**config.mk**
```make
export PLATFORM = sky130hd
export DESIGN_NAME = rtca_alarm_ctrl
export DESIGN_NICKNAME = d
export VERILOG_FILES = /design/src/hdl/rtca_pkg.sv /design/src/hdl/rtca_clk_sync.sv /design/src/hdl/rtca_alarm_ctrl.sv
export SDC_FILE = /design/constraint.sdc
export NUM_CORES = 1
export LEC_CHECK = 0
export ABC_AREA = 1
export BUFFER_PORTS_ARGS = -buffer_cell sky130_fd_sc_hd__buf_2
export CAP_MARGIN = 20
export CORE_MARGIN = 5
export CORE_UTILIZATION = 60
export CTS_CLUSTER_SIZE = 8
export DETAILED_ROUTE_END_ITERATION = 16
export PLACE_DENSITY = 0.76
export SYNTH_ARGS = -nofsm -noshare
export SYNTH_HDL_FRONTEND = slang
export SYNTH_SLANG_ARGS = --single-unit
```
**constraint.sdc**
```tcl
create_clock -name CLK_I -period 1.8 [get_ports CLK_I]
set_clock_uncertainty 0.1 [all_clocks]
set_input_delay 0.27 -clock CLK_I [delete_from_list [all_inputs] [get_ports CLK_I]]
set_output_delay 0.27 -clock CLK_I [all_outputs]
set_load 0.005 [all_outputs]
```
**src/hdl/rtca_pkg.sv**
```systemverilog
package rtca_pkg;
	// ----------------------------------------
	// register offsets
	// ----------------------------------------
	localparam logic [7:0] ADDR_STAGE0 = 8'h00;
	localparam logic [7:0] ADDR_CTRL = 8'h04;
	localparam logic [7:0] ADDR_MATCH0 = 8'h08;
	localparam logic [7:0] ADDR_ROUTE = 8'h0C;
	// ----------------------------------------
	// control register fields
	// ----------------------------------------
	localparam int CTL_OSC_EN = 7;
	localparam int CTL_MCD_EN = 6;
	localparam int CTL_OSC_FAIL = 5;
	localparam int CTL_RUN = 4;
	localparam int CTL_ALM_EN = 3;
	localparam int CTL_ALM_FLAG = 2;
	localparam int CTL_SET = 1;
	localparam int CTL_CAP = 0;
	// ----------------------------------------
	// alarm route fields
	// ----------------------------------------
	localparam int RTE_IRQ = 0;
	localparam int RTE_WAKE = 1;
	localparam int RTE_RESET = 2;
	// ----------------------------------------
	// reset values
	// ----------------------------------------
	localparam logic [7:0] CTRL_RST = 8'h00;
	localparam logic [2:0] ROUTE_RST = 3'h0;
	localparam logic [31:0] WORD_RST = 32'h0000_0000;
	// ----------------------------------------
	// timing
	// ----------------------------------------
	localparam int CLK_PERIOD_NS = 100;
	localparam int MISS_TIME_NS = 100_000;
	localparam int MISS_CYC = MISS_TIME_NS / CLK_PERIOD_NS;
endpackage

```
**src/hdl/rtca_clk_sync.sv**
```systemverilog
`timescale 1ns/10ps
module rtca_clk_sync (
	input wire logic CLK_I,
	input wire logic SRST_I,
	input wire logic async_i,
	output logic level_o,
	output logic rise_o,
	output logic change_o
);
	logic meta_ff;
	logic sync_ff;
	logic prev_ff;

	// meta_ff feeds sync_ff only
	always_ff @(posedge CLK_I) begin
		if (SRST_I) begin
			meta_ff <= 1'b0;
			sync_ff <= 1'b0;
			prev_ff <= 1'b0;
		end else begin
			meta_ff <= async_i;
			sync_ff <= meta_ff;
			prev_ff <= sync_ff;
		end
	end

	assign level_o = sync_ff;
	assign rise_o = sync_ff & ~prev_ff;
	assign change_o = sync_ff ^ prev_ff;
endmodule

```
**src/hdl/rtca_alarm_ctrl.sv**
```systemverilog
`timescale 1ns/10ps
module rtca_alarm_ctrl
	import rtca_pkg::*;
#(
	parameter int TIMER_W = 32
) (
	input wire logic CLK_I,
	input wire logic SRST_I,
	input wire logic SLOW_CLK_I,
	input wire logic [7:0] ADDR_I,
	input wire logic [7:0] WDATA_I,
	input wire logic WR_I,
	input wire logic RD_I,
	output logic [7:0] RDATA_O,
	output logic OSC_ENABLE_O,
	output logic ALARM_FLAG_O,
	output logic ALARM_IRQ_O,
	output logic ALARM_WAKE_O,
	output logic ALARM_RESET_O,
	output logic OSC_FAIL_O
);
	localparam logic [10:0] MISS_LIM = 11'(MISS_CYC);

	// ----------------------------------------
	// decode helpers
	// ----------------------------------------
	function automatic logic byte_hit(input logic [7:0] addr, input logic [7:0] base, input int idx);
		byte_hit = (addr == (base + 8'(idx)));
	endfunction

	// ----------------------------------------
	// slow clock synchroniser
	// ----------------------------------------
	logic tick;
	logic slow_change;

	// slow clock must run well below the core clock or edges are lost
	rtca_clk_sync u_sync (
		.CLK_I(CLK_I),
		.SRST_I(SRST_I),
		.async_i(SLOW_CLK_I),
		.level_o(),
		.rise_o(tick),
		.change_o(slow_change)
	);

	// ----------------------------------------
	// state
	// ----------------------------------------
	logic osc_en_ff;
	logic mcd_en_ff;
	logic osc_fail_ff;
	logic run_ff;
	logic alm_en_ff;
	logic alm_flag_ff;
	logic auto_rst_ff;
	logic set_ff;
	logic cap_ff;
	logic [2:0] route_ff;
	logic [TIMER_W-1:0] timer_ff;
	logic [TIMER_W-1:0] stage_ff;
	logic [TIMER_W-1:0] match_ff;
	logic [10:0] miss_cnt_ff;
	logic [7:0] rdata_ff;

	logic nxt_osc_fail;
	logic nxt_alm_flag;
	logic nxt_set;
	logic nxt_cap;
	logic [TIMER_W-1:0] nxt_timer;
	logic [TIMER_W-1:0] nxt_stage;
	logic [TIMER_W-1:0] nxt_match;
	logic [10:0] nxt_miss_cnt;
	logic [7:0] nxt_rdata;

	// ----------------------------------------
	// bus decode
	// ----------------------------------------
	wire wr_ctrl = WR_I & (ADDR_I == ADDR_CTRL);
	wire wr_route = WR_I & (ADDR_I == ADDR_ROUTE);
	wire alm_disable = wr_ctrl & ~WDATA_I[CTL_ALM_EN];
	wire match_hit = (timer_ff == match_ff);
	wire alarm_fire = tick & alm_en_ff & ~alm_disable & ~alm_flag_ff & match_hit;
	wire auto_clear = tick & alm_flag_ff & auto_rst_ff;
	wire miss_fire = mcd_en_ff & ~slow_change & (miss_cnt_ff == MISS_LIM);
	wire [7:0] ctrl_rd = {osc_en_ff, mcd_en_ff, osc_fail_ff, run_ff, alm_en_ff, alm_flag_ff, set_ff, cap_ff};

	// ----------------------------------------
	// timer path
	// ----------------------------------------
	always_comb begin
		nxt_timer = timer_ff;
		if (set_ff) begin
			nxt_timer = stage_ff;
		end else if (auto_clear) begin
			nxt_timer = '0;
		end else if (tick & run_ff) begin
			nxt_timer = timer_ff + 1'b1;
		end
	end

	// flag lives one slow cycle; disabling wins over a coincident match
	always_comb begin
		nxt_alm_flag = alm_flag_ff;
		if (alm_disable) begin
			nxt_alm_flag = 1'b0;
		end else if (alarm_fire) begin
			nxt_alm_flag = 1'b1;
		end else if (tick) begin
			nxt_alm_flag = 1'b0;
		end
	end

	// ----------------------------------------
	// staging and match registers
	// ----------------------------------------
	// a bus byte written in the capture cycle wins over the copy
	always_comb begin
		nxt_stage = cap_ff ? timer_ff : stage_ff;
		nxt_match = match_ff;
		for (int i = 0; i < 4; i++) begin
			if (WR_I & byte_hit(ADDR_I, ADDR_STAGE0, i)) begin
				nxt_stage[8*i +: 8] = WDATA_I;
			end
			if (WR_I & byte_hit(ADDR_I, ADDR_MATCH0, i)) begin
				nxt_match[8*i +: 8] = WDATA_I;
			end
		end
	end

	// ----------------------------------------
	// missing clock detector
	// ----------------------------------------
	// counter parks one above the limit, so one stall flags once
	always_comb begin
		if (~mcd_en_ff | slow_change) begin
			nxt_miss_cnt = 11'h000;
		end else if (miss_cnt_ff <= MISS_LIM) begin
			nxt_miss_cnt = miss_cnt_ff + 11'h001;
		end else begin
			nxt_miss_cnt = miss_cnt_ff;
		end
	end

	// software writes one to request; a fresh request beats completion
	assign nxt_set = wr_ctrl & WDATA_I[CTL_SET];
	assign nxt_cap = wr_ctrl & WDATA_I[CTL_CAP];
	assign nxt_osc_fail = miss_fire | (osc_fail_ff & ~(wr_ctrl & ~WDATA_I[CTL_OSC_FAIL]));

	// ----------------------------------------
	// read mux
	// ----------------------------------------
	always_comb begin
		nxt_rdata = 8'h00;
		if (RD_I) begin
			for (int i = 0; i < 4; i++) begin
				if (byte_hit(ADDR_I, ADDR_STAGE0, i)) begin
					nxt_rdata = stage_ff[8*i +: 8];
				end
				if (byte_hit(ADDR_I, ADDR_MATCH0, i)) begin
					nxt_rdata = match_ff[8*i +: 8];
				end
			end
			if (ADDR_I == ADDR_CTRL) begin
				nxt_rdata = ctrl_rd;
			end
			if (ADDR_I == ADDR_ROUTE) begin
				nxt_rdata = {5'h00, route_ff};
			end
		end
	end

	// ----------------------------------------
	// registers
	// ----------------------------------------
	always_ff @(posedge CLK_I) begin
		if (SRST_I) begin
			{osc_en_ff, mcd_en_ff, run_ff, alm_en_ff, auto_rst_ff} <= CTRL_RST[4:0];
			osc_fail_ff <= 1'b0;
			set_ff <= 1'b0;
			cap_ff <= 1'b0;
			route_ff <= ROUTE_RST;
		end else begin
			if (wr_ctrl) begin
				osc_en_ff <= WDATA_I[CTL_OSC_EN];
				mcd_en_ff <= WDATA_I[CTL_MCD_EN];
				run_ff <= WDATA_I[CTL_RUN];
				alm_en_ff <= WDATA_I[CTL_ALM_EN];
				auto_rst_ff <= WDATA_I[CTL_ALM_FLAG];
			end
			if (wr_route) begin
				route_ff <= WDATA_I[2:0];
			end
			osc_fail_ff <= nxt_osc_fail;
			set_ff <= nxt_set;
			cap_ff <= nxt_cap;
		end
	end

	always_ff @(posedge CLK_I) begin
		if (SRST_I) begin
			alm_flag_ff <= 1'b0;
			timer_ff <= WORD_RST;
			stage_ff <= WORD_RST;
			match_ff <= WORD_RST;
			miss_cnt_ff <= 11'h000;
			rdata_ff <= 8'h00;
		end else begin
			alm_flag_ff <= nxt_alm_flag;
			timer_ff <= nxt_timer;
			stage_ff <= nxt_stage;
			match_ff <= nxt_match;
			miss_cnt_ff <= nxt_miss_cnt;
			rdata_ff <= nxt_rdata;
		end
	end

	// ----------------------------------------
	// outputs
	// ----------------------------------------
	assign RDATA_O = rdata_ff;
	assign OSC_ENABLE_O = osc_en_ff;
	assign ALARM_FLAG_O = alm_flag_ff;
	assign ALARM_IRQ_O = alm_flag_ff & route_ff[RTE_IRQ];
	assign ALARM_WAKE_O = alm_flag_ff & route_ff[RTE_WAKE];
	assign ALARM_RESET_O = alm_flag_ff & route_ff[RTE_RESET];
	assign OSC_FAIL_O = osc_fail_ff;

	// ----------------------------------------
	// checks
	// ----------------------------------------
	chk_alarm_on_match: assert property (@(posedge CLK_I) disable iff (SRST_I)
		(tick && alm_en_ff && !wr_ctrl && !alm_flag_ff && timer_ff == match_ff) |=> alm_flag_ff)
		else $error("alarm flag missing after match");

	chk_flag_one_tick: assert property (@(posedge CLK_I) disable iff (SRST_I)
		(alm_flag_ff && tick) |=> !alm_flag_ff)
		else $error("alarm flag outlived one slow cycle");

	chk_autoreset_zero: assert property (@(posedge CLK_I) disable iff (SRST_I)
		(alm_flag_ff && tick && auto_rst_ff && !set_ff) |=> (timer_ff == '0))
		else $error("auto reset did not clear timer");

	chk_timer_hold: assert property (@(posedge CLK_I) disable iff (SRST_I)
		(!run_ff && !set_ff && !auto_clear) |=> $stable(timer_ff))
		else $error("stopped timer changed");

	chk_timer_step: assert property (@(posedge CLK_I) disable iff (SRST_I)
		(run_ff && tick && !set_ff && !auto_clear) |=> (timer_ff == $past(timer_ff) + 1'b1))
		else $error("running timer did not step by one");

	chk_disable_clears: assert property (@(posedge CLK_I) disable iff (SRST_I)
		(WR_I && ADDR_I == ADDR_CTRL && !WDATA_I[CTL_ALM_EN]) |=> (!alm_flag_ff && !alm_en_ff))
		else $error("alarm disable left flag set");

	chk_set_load: assert property (@(posedge CLK_I) disable iff (SRST_I)
		(WR_I && ADDR_I == ADDR_CTRL && WDATA_I[CTL_SET]) |=> set_ff ##1 (timer_ff == $past(stage_ff)))
		else $error("set did not load staging value");

	chk_cap_copy: assert property (@(posedge CLK_I) disable iff (SRST_I)
		(cap_ff && !(WR_I && ADDR_I[7:2] == 6'h00)) |=> (stage_ff == $past(timer_ff)))
		else $error("capture did not copy timer");

	chk_miss_detect: assert property (@(posedge CLK_I) disable iff (SRST_I)
		miss_fire |=> osc_fail_ff)
		else $error("missing clock not flagged");

	chk_flag_readback: assert property (@(posedge CLK_I) disable iff (SRST_I)
		(RD_I && ADDR_I == ADDR_CTRL) |=> (RDATA_O[CTL_ALM_FLAG] == $past(alm_flag_ff)))
		else $error("bit 2 read does not show alarm flag");

	// ----------------------------------------
	// register invariants
	// ----------------------------------------
	chk_flag_needs_match: assert property (@(posedge CLK_I) disable iff (SRST_I)
		(!alm_flag_ff && !(tick && alm_en_ff && timer_ff == match_ff)) |=> !alm_flag_ff)
		else $error("alarm flag rose without a match");

	chk_flag_quiet_off: assert property (@(posedge CLK_I) disable iff (SRST_I)
		(!alm_en_ff && !alm_flag_ff) |=> !alm_flag_ff)
		else $error("alarm flag rose while alarms disabled");

	chk_timer_plain: assert property (@(posedge CLK_I) disable iff (SRST_I)
		(!auto_rst_ff && !set_ff && !(tick && run_ff)) |=> $stable(timer_ff))
		else $error("timer moved without tick, set or auto reset");

	chk_timer_wrap: assert property (@(posedge CLK_I) disable iff (SRST_I)
		(run_ff && tick && !set_ff && !auto_clear && timer_ff == '1) |=> (timer_ff == '0))
		else $error("timer did not wrap to zero");

	chk_set_done: assert property (@(posedge CLK_I) disable iff (SRST_I)
		(set_ff && !(wr_ctrl && WDATA_I[CTL_SET])) |=> !set_ff)
		else $error("set bit not cleared after load");

	chk_cap_done: assert property (@(posedge CLK_I) disable iff (SRST_I)
		(cap_ff && !(wr_ctrl && WDATA_I[CTL_CAP])) |=> !cap_ff)
		else $error("capture bit not cleared after copy");

	chk_stage_hold: assert property (@(posedge CLK_I) disable iff (SRST_I)
		(!cap_ff && !(WR_I && ADDR_I[7:2] == 6'h00)) |=> $stable(stage_ff))
		else $error("staging value changed without capture or write");

	chk_match_hold: assert property (@(posedge CLK_I) disable iff (SRST_I)
		!(WR_I && ADDR_I[7:2] == 6'h02) |=> $stable(match_ff))
		else $error("match value changed without a write");

	chk_fail_sticky: assert property (@(posedge CLK_I) disable iff (SRST_I)
		(osc_fail_ff && !(wr_ctrl && !WDATA_I[CTL_OSC_FAIL])) |=> osc_fail_ff)
		else $error("oscillator fail dropped without a clear");

	chk_fail_clear: assert property (@(posedge CLK_I) disable iff (SRST_I)
		(wr_ctrl && !WDATA_I[CTL_OSC_FAIL] && !miss_fire) |=> !osc_fail_ff)
		else $error("oscillator fail not cleared by write");

	chk_fail_needs_en: assert property (@(posedge CLK_I) disable iff (SRST_I)
		(!mcd_en_ff && !osc_fail_ff) |=> !osc_fail_ff)
		else $error("oscillator fail set with detector off");

	chk_fail_not_early: assert property (@(posedge CLK_I) disable iff (SRST_I)
		(!osc_fail_ff && miss_cnt_ff != MISS_LIM) |=> !osc_fail_ff)
		else $error("oscillator fail set before stall time");

	chk_osc_on: assert property (@(posedge CLK_I) disable iff (SRST_I)
		(wr_ctrl && WDATA_I[CTL_OSC_EN]) |=> OSC_ENABLE_O)
		else $error("oscillator enable not set");

	chk_osc_off: assert property (@(posedge CLK_I) disable iff (SRST_I)
		(wr_ctrl && !WDATA_I[CTL_OSC_EN]) |=> !OSC_ENABLE_O)
		else $error("oscillator enable not cleared");

	chk_run_stop: assert property (@(posedge CLK_I) disable iff (SRST_I)
		(wr_ctrl && !WDATA_I[CTL_RUN]) |=> !run_ff)
		else $error("run bit not cleared");

	chk_auto_on: assert property (@(posedge CLK_I) disable iff (SRST_I)
		(wr_ctrl && WDATA_I[CTL_ALM_FLAG]) |=> auto_rst_ff)
		else $error("bit 2 write did not enable auto reset");

	chk_auto_off: assert property (@(posedge CLK_I) disable iff (SRST_I)
		(wr_ctrl && !WDATA_I[CTL_ALM_FLAG]) |=> !auto_rst_ff)
		else $error("bit 2 write did not disable auto reset");
endmodule

```
==> impl_results.md <==
- Post-synth EDFFs: 0
- Placed inst area: a little over 8000 µm²
- Via-to-Cell Ratio: 6.149
- Htree depth: 4
- Fin area: 8865 µm²
- Post-layout min period: 1.760 ns
- Initial Util: between 60% and 70%
- Vias in the first global route: slightly below 8k
- PD cells: 762.1 nW/µm²
- Ys Warns: 0
- Critical path type: flop to flop
- #FFs+latches synth: 130
- Crit path top cell by count: nand2_1
- ANT nets after route: 0
- Final #Nets: about 1.2k
- Die W: around 120 µm
- Clock Tree Buf Depth: 2
- Routed wire per std cell: about 20 µm
- Core ar.: 11960 µm²
- Synth top area share: 35.58%
- Critical path depth: 8
- Fmax achieved: 0.5683 GHz
- Final Hold Viols: 0
- Worst-path cell chain: inv_1 > nor3_2 > nand2_1 > nor3b_1 > nand2_1 > nand2_1 > nand4_1 > a21oi_1
- Tcrit/Tclk final: 97.77%
- Slew HR: slightly above 60%
- Max stage delay on crit path: 0.43 ns
- Top cells by area, synth: dfxtp_1 36%, nand2_1 13%, o21ai_0 7.5%, inv_1 6.3%, a21oi_1 5.7%
- Final WL: 27000 µm
- RSZ-0062 raised after global routing: yes
- Syn Area/Cell: ~6.6 µm²
- CTS root buf: clkbuf_16
- Syn Std Cell Area: 7315 µm²
- Max Transition Viols Final: 0
- Drt pass-1 iters: 6
- DIE AREA: 14500 µm²
- Worst path bufs/invs: 1
- Setup crit start kind: flop
- GP Congestion: approximately 1
- HPWL after DPL: slightly below 20000 µm
- Slowest cell on crit path: dfxtp_1
- Fraction of layout cells with a size suffix above 1: 18.95%
- RR Endpoint: timer_ff[24]
- DRT iter0 DRCs: around 1.2k
- Final WS setup: 0.04022 ns
- Mapped Nets: 1135
- Congestion Overflow GR: 0
- Top post-synthesis cells by count: 260 x nand2_1, 130 x dfxtp_1, 123 x inv_1
- Initial antenna violation count: 0
- Max-cap violation count: 0
- Cell variety after synth: between 40 and 50
- Pin count of the biggest net entering global routing: 49
- Gate count of the mapped netlist: 1110
- Min-delay src: RD_I
- Area delta synth->final: 21.19%
- Async SR Flop Fraction: 0%
- Ports: 35
- Worst slew pin tran: around 0.58 ns
- Hold Crit Class: input pin to flop
- CP Capture Type: flop
- Leakage: 3.508 nW
- Maximum vdd drop: a little under 0.7 mV
- Vias: 8369
- Hold path endpoint: RDATA_O[1]
- Sequential fraction of the synthesis area: 35.58%
- Drt drc: 0
- Die Ht: 120.4 µm
- WHS Path Cells: 5
- CTS sink count: 130
- Required time of the critical path: 2.06 ns
- Worst skew pair latency: ~0.44 ns
- R2R depth: 8
- Reg2reg start: timer_ff[14]
- Final setup fails: 0
- I/O Buffers: 34
- Top FF cell, synth: dfxtp_1
- Crit path DAT: 2.02 ns
- Clock Pin Slew Worst Setup and Hold Paths: 0.06 ns
- Antenna cell count: 0
- Crit path max-delay family: simple AND/OR/NAND/NOR gates
- Register-to-register setup slack: 0.04 ns
- Outcome: complete, no violations
- Number of placement rows: 40
- CTS tree: yes
- Pre-CTS worst setup slack: -0.02121 ns
- Count leader, synth: nand2_1
- Num CTS Buffers: 17
- Fin Hold WS: 0.09878 ns
- Worst Path Max Fanout: 4
- Leading area contributor after synthesis: dfxtp_1
- First-pass GRT wire length: 42050 µm
- Gr usage total: 37.66%
[repair_timing]
item,CTS,global route
endpoints found under the hold margin,1,0
resized for setup,3,39
hold buffers,1,0
endpoints found under the setup margin,4,27
pin swaps,0,6
setup buffers,0,2
[power by group]
group / leakage, nW / internal, W / switching (W)
sequential: 1.05 / 0.00288 / 0.00000586
clock: 0.292 / 0.00220 / 0.00144
combinational: 2.16 / 0.0000600 / 0.000171
total: 3.51 / 0.00514 / 0.00161
[sequential cells by signal, summed over array words and instances, names as in the netlist]
register,count
set_ff,1
miss_cnt_ff,11
match_ff,32
run_ff,1
u_sync.level_o,1
RDATA_O,8
OSC_FAIL_O,1
auto_rst_ff,1
cap_ff,1
u_sync.prev_ff,1
stage_ff,32
timer_ff,32
mcd_en_ff,1
route_ff,3
u_sync.meta_ff,1
OSC_ENABLE_O,1
alm_en_ff,1
ALARM_FLAG_O,1
[layout by cell type, fill, tap and decap left out, drive strengths merged, types with 12 or more instances in the layout]
master  instances
o22ai          13
xor2           12
nand2         271
clkbuf         18
nand4          30
a31oi          29
buf           121
inv           135
nand3          63
nor2          112
o21ai         115
a21oi          83
dfxtp         130
nor3           31
[layer usage]
metal,vias to the layer above,wire length [µm],track usage (%)
met1,3859,10780,49.37
li1,3897,-,-
met2,518,12070,57.77
met4,0,1046,15.58
met5,-,0,0
met3,95,3103,11.46
[layout make-up]
class                           instances  area [µm²]
Multi-Input combinational cell        799        4084
Timing Repair Buffer                  122       874.6
Inverter                              131       499.2
Sequential cell                       130        2614
Clock inverter                         14       180.2
Fill cell                            1025        3097
Tap cell                              147       183.9
Clock buffer                           18       429.2
[worst min-delay path, stage by stage]
cell     delay [ns]
buf_2          0.07
nand2_1        0.06
inv_1          0.10
nand2_1        0.06
inv_1          0.04
[logic make-up after synthesis]
family	after synthesis	synth area share (%)
buffers and inverters	181	10.09
AND/OR/NAND/NOR	515	31.70
flip-flops	130	35.58
adder cells (fa/ha/maj)	4	0.6843
AO/OA/AOI/OAI	266	20.27
XOR/XNOR	14	1.676
[worst max path at each step]
stage / from / endpoint / slack, ns
finish: timer_ff[14] / timer_ff[24] / 0.04
global placement: timer_ff[7] / timer_ff[30] / 0.008
global route: timer_ff[14] / timer_ff[24] / -0.06
CTS: timer_ff[5] / timer_ff[13] / 0.01
floorplan: timer_ff[0] / timer_ff[18] / 0.20
detailed placement: timer_ff[7] / timer_ff[30] / -0.02
[metrics by stage]
stage,instances,setup TNS [ns],power (W),utilization (%)
finish,1361,0,0.006755,74.11
global route,1361,-0.2338,0.006905,74.11
CTS,1359,0,0.006742,73.00
detailed placement,1326,-0.02990,0.003170,67.74
global placement,1326,0,0.003169,67.74
floorplan,1110,0,0.003064,-
(Power assumes the default switching activity.)
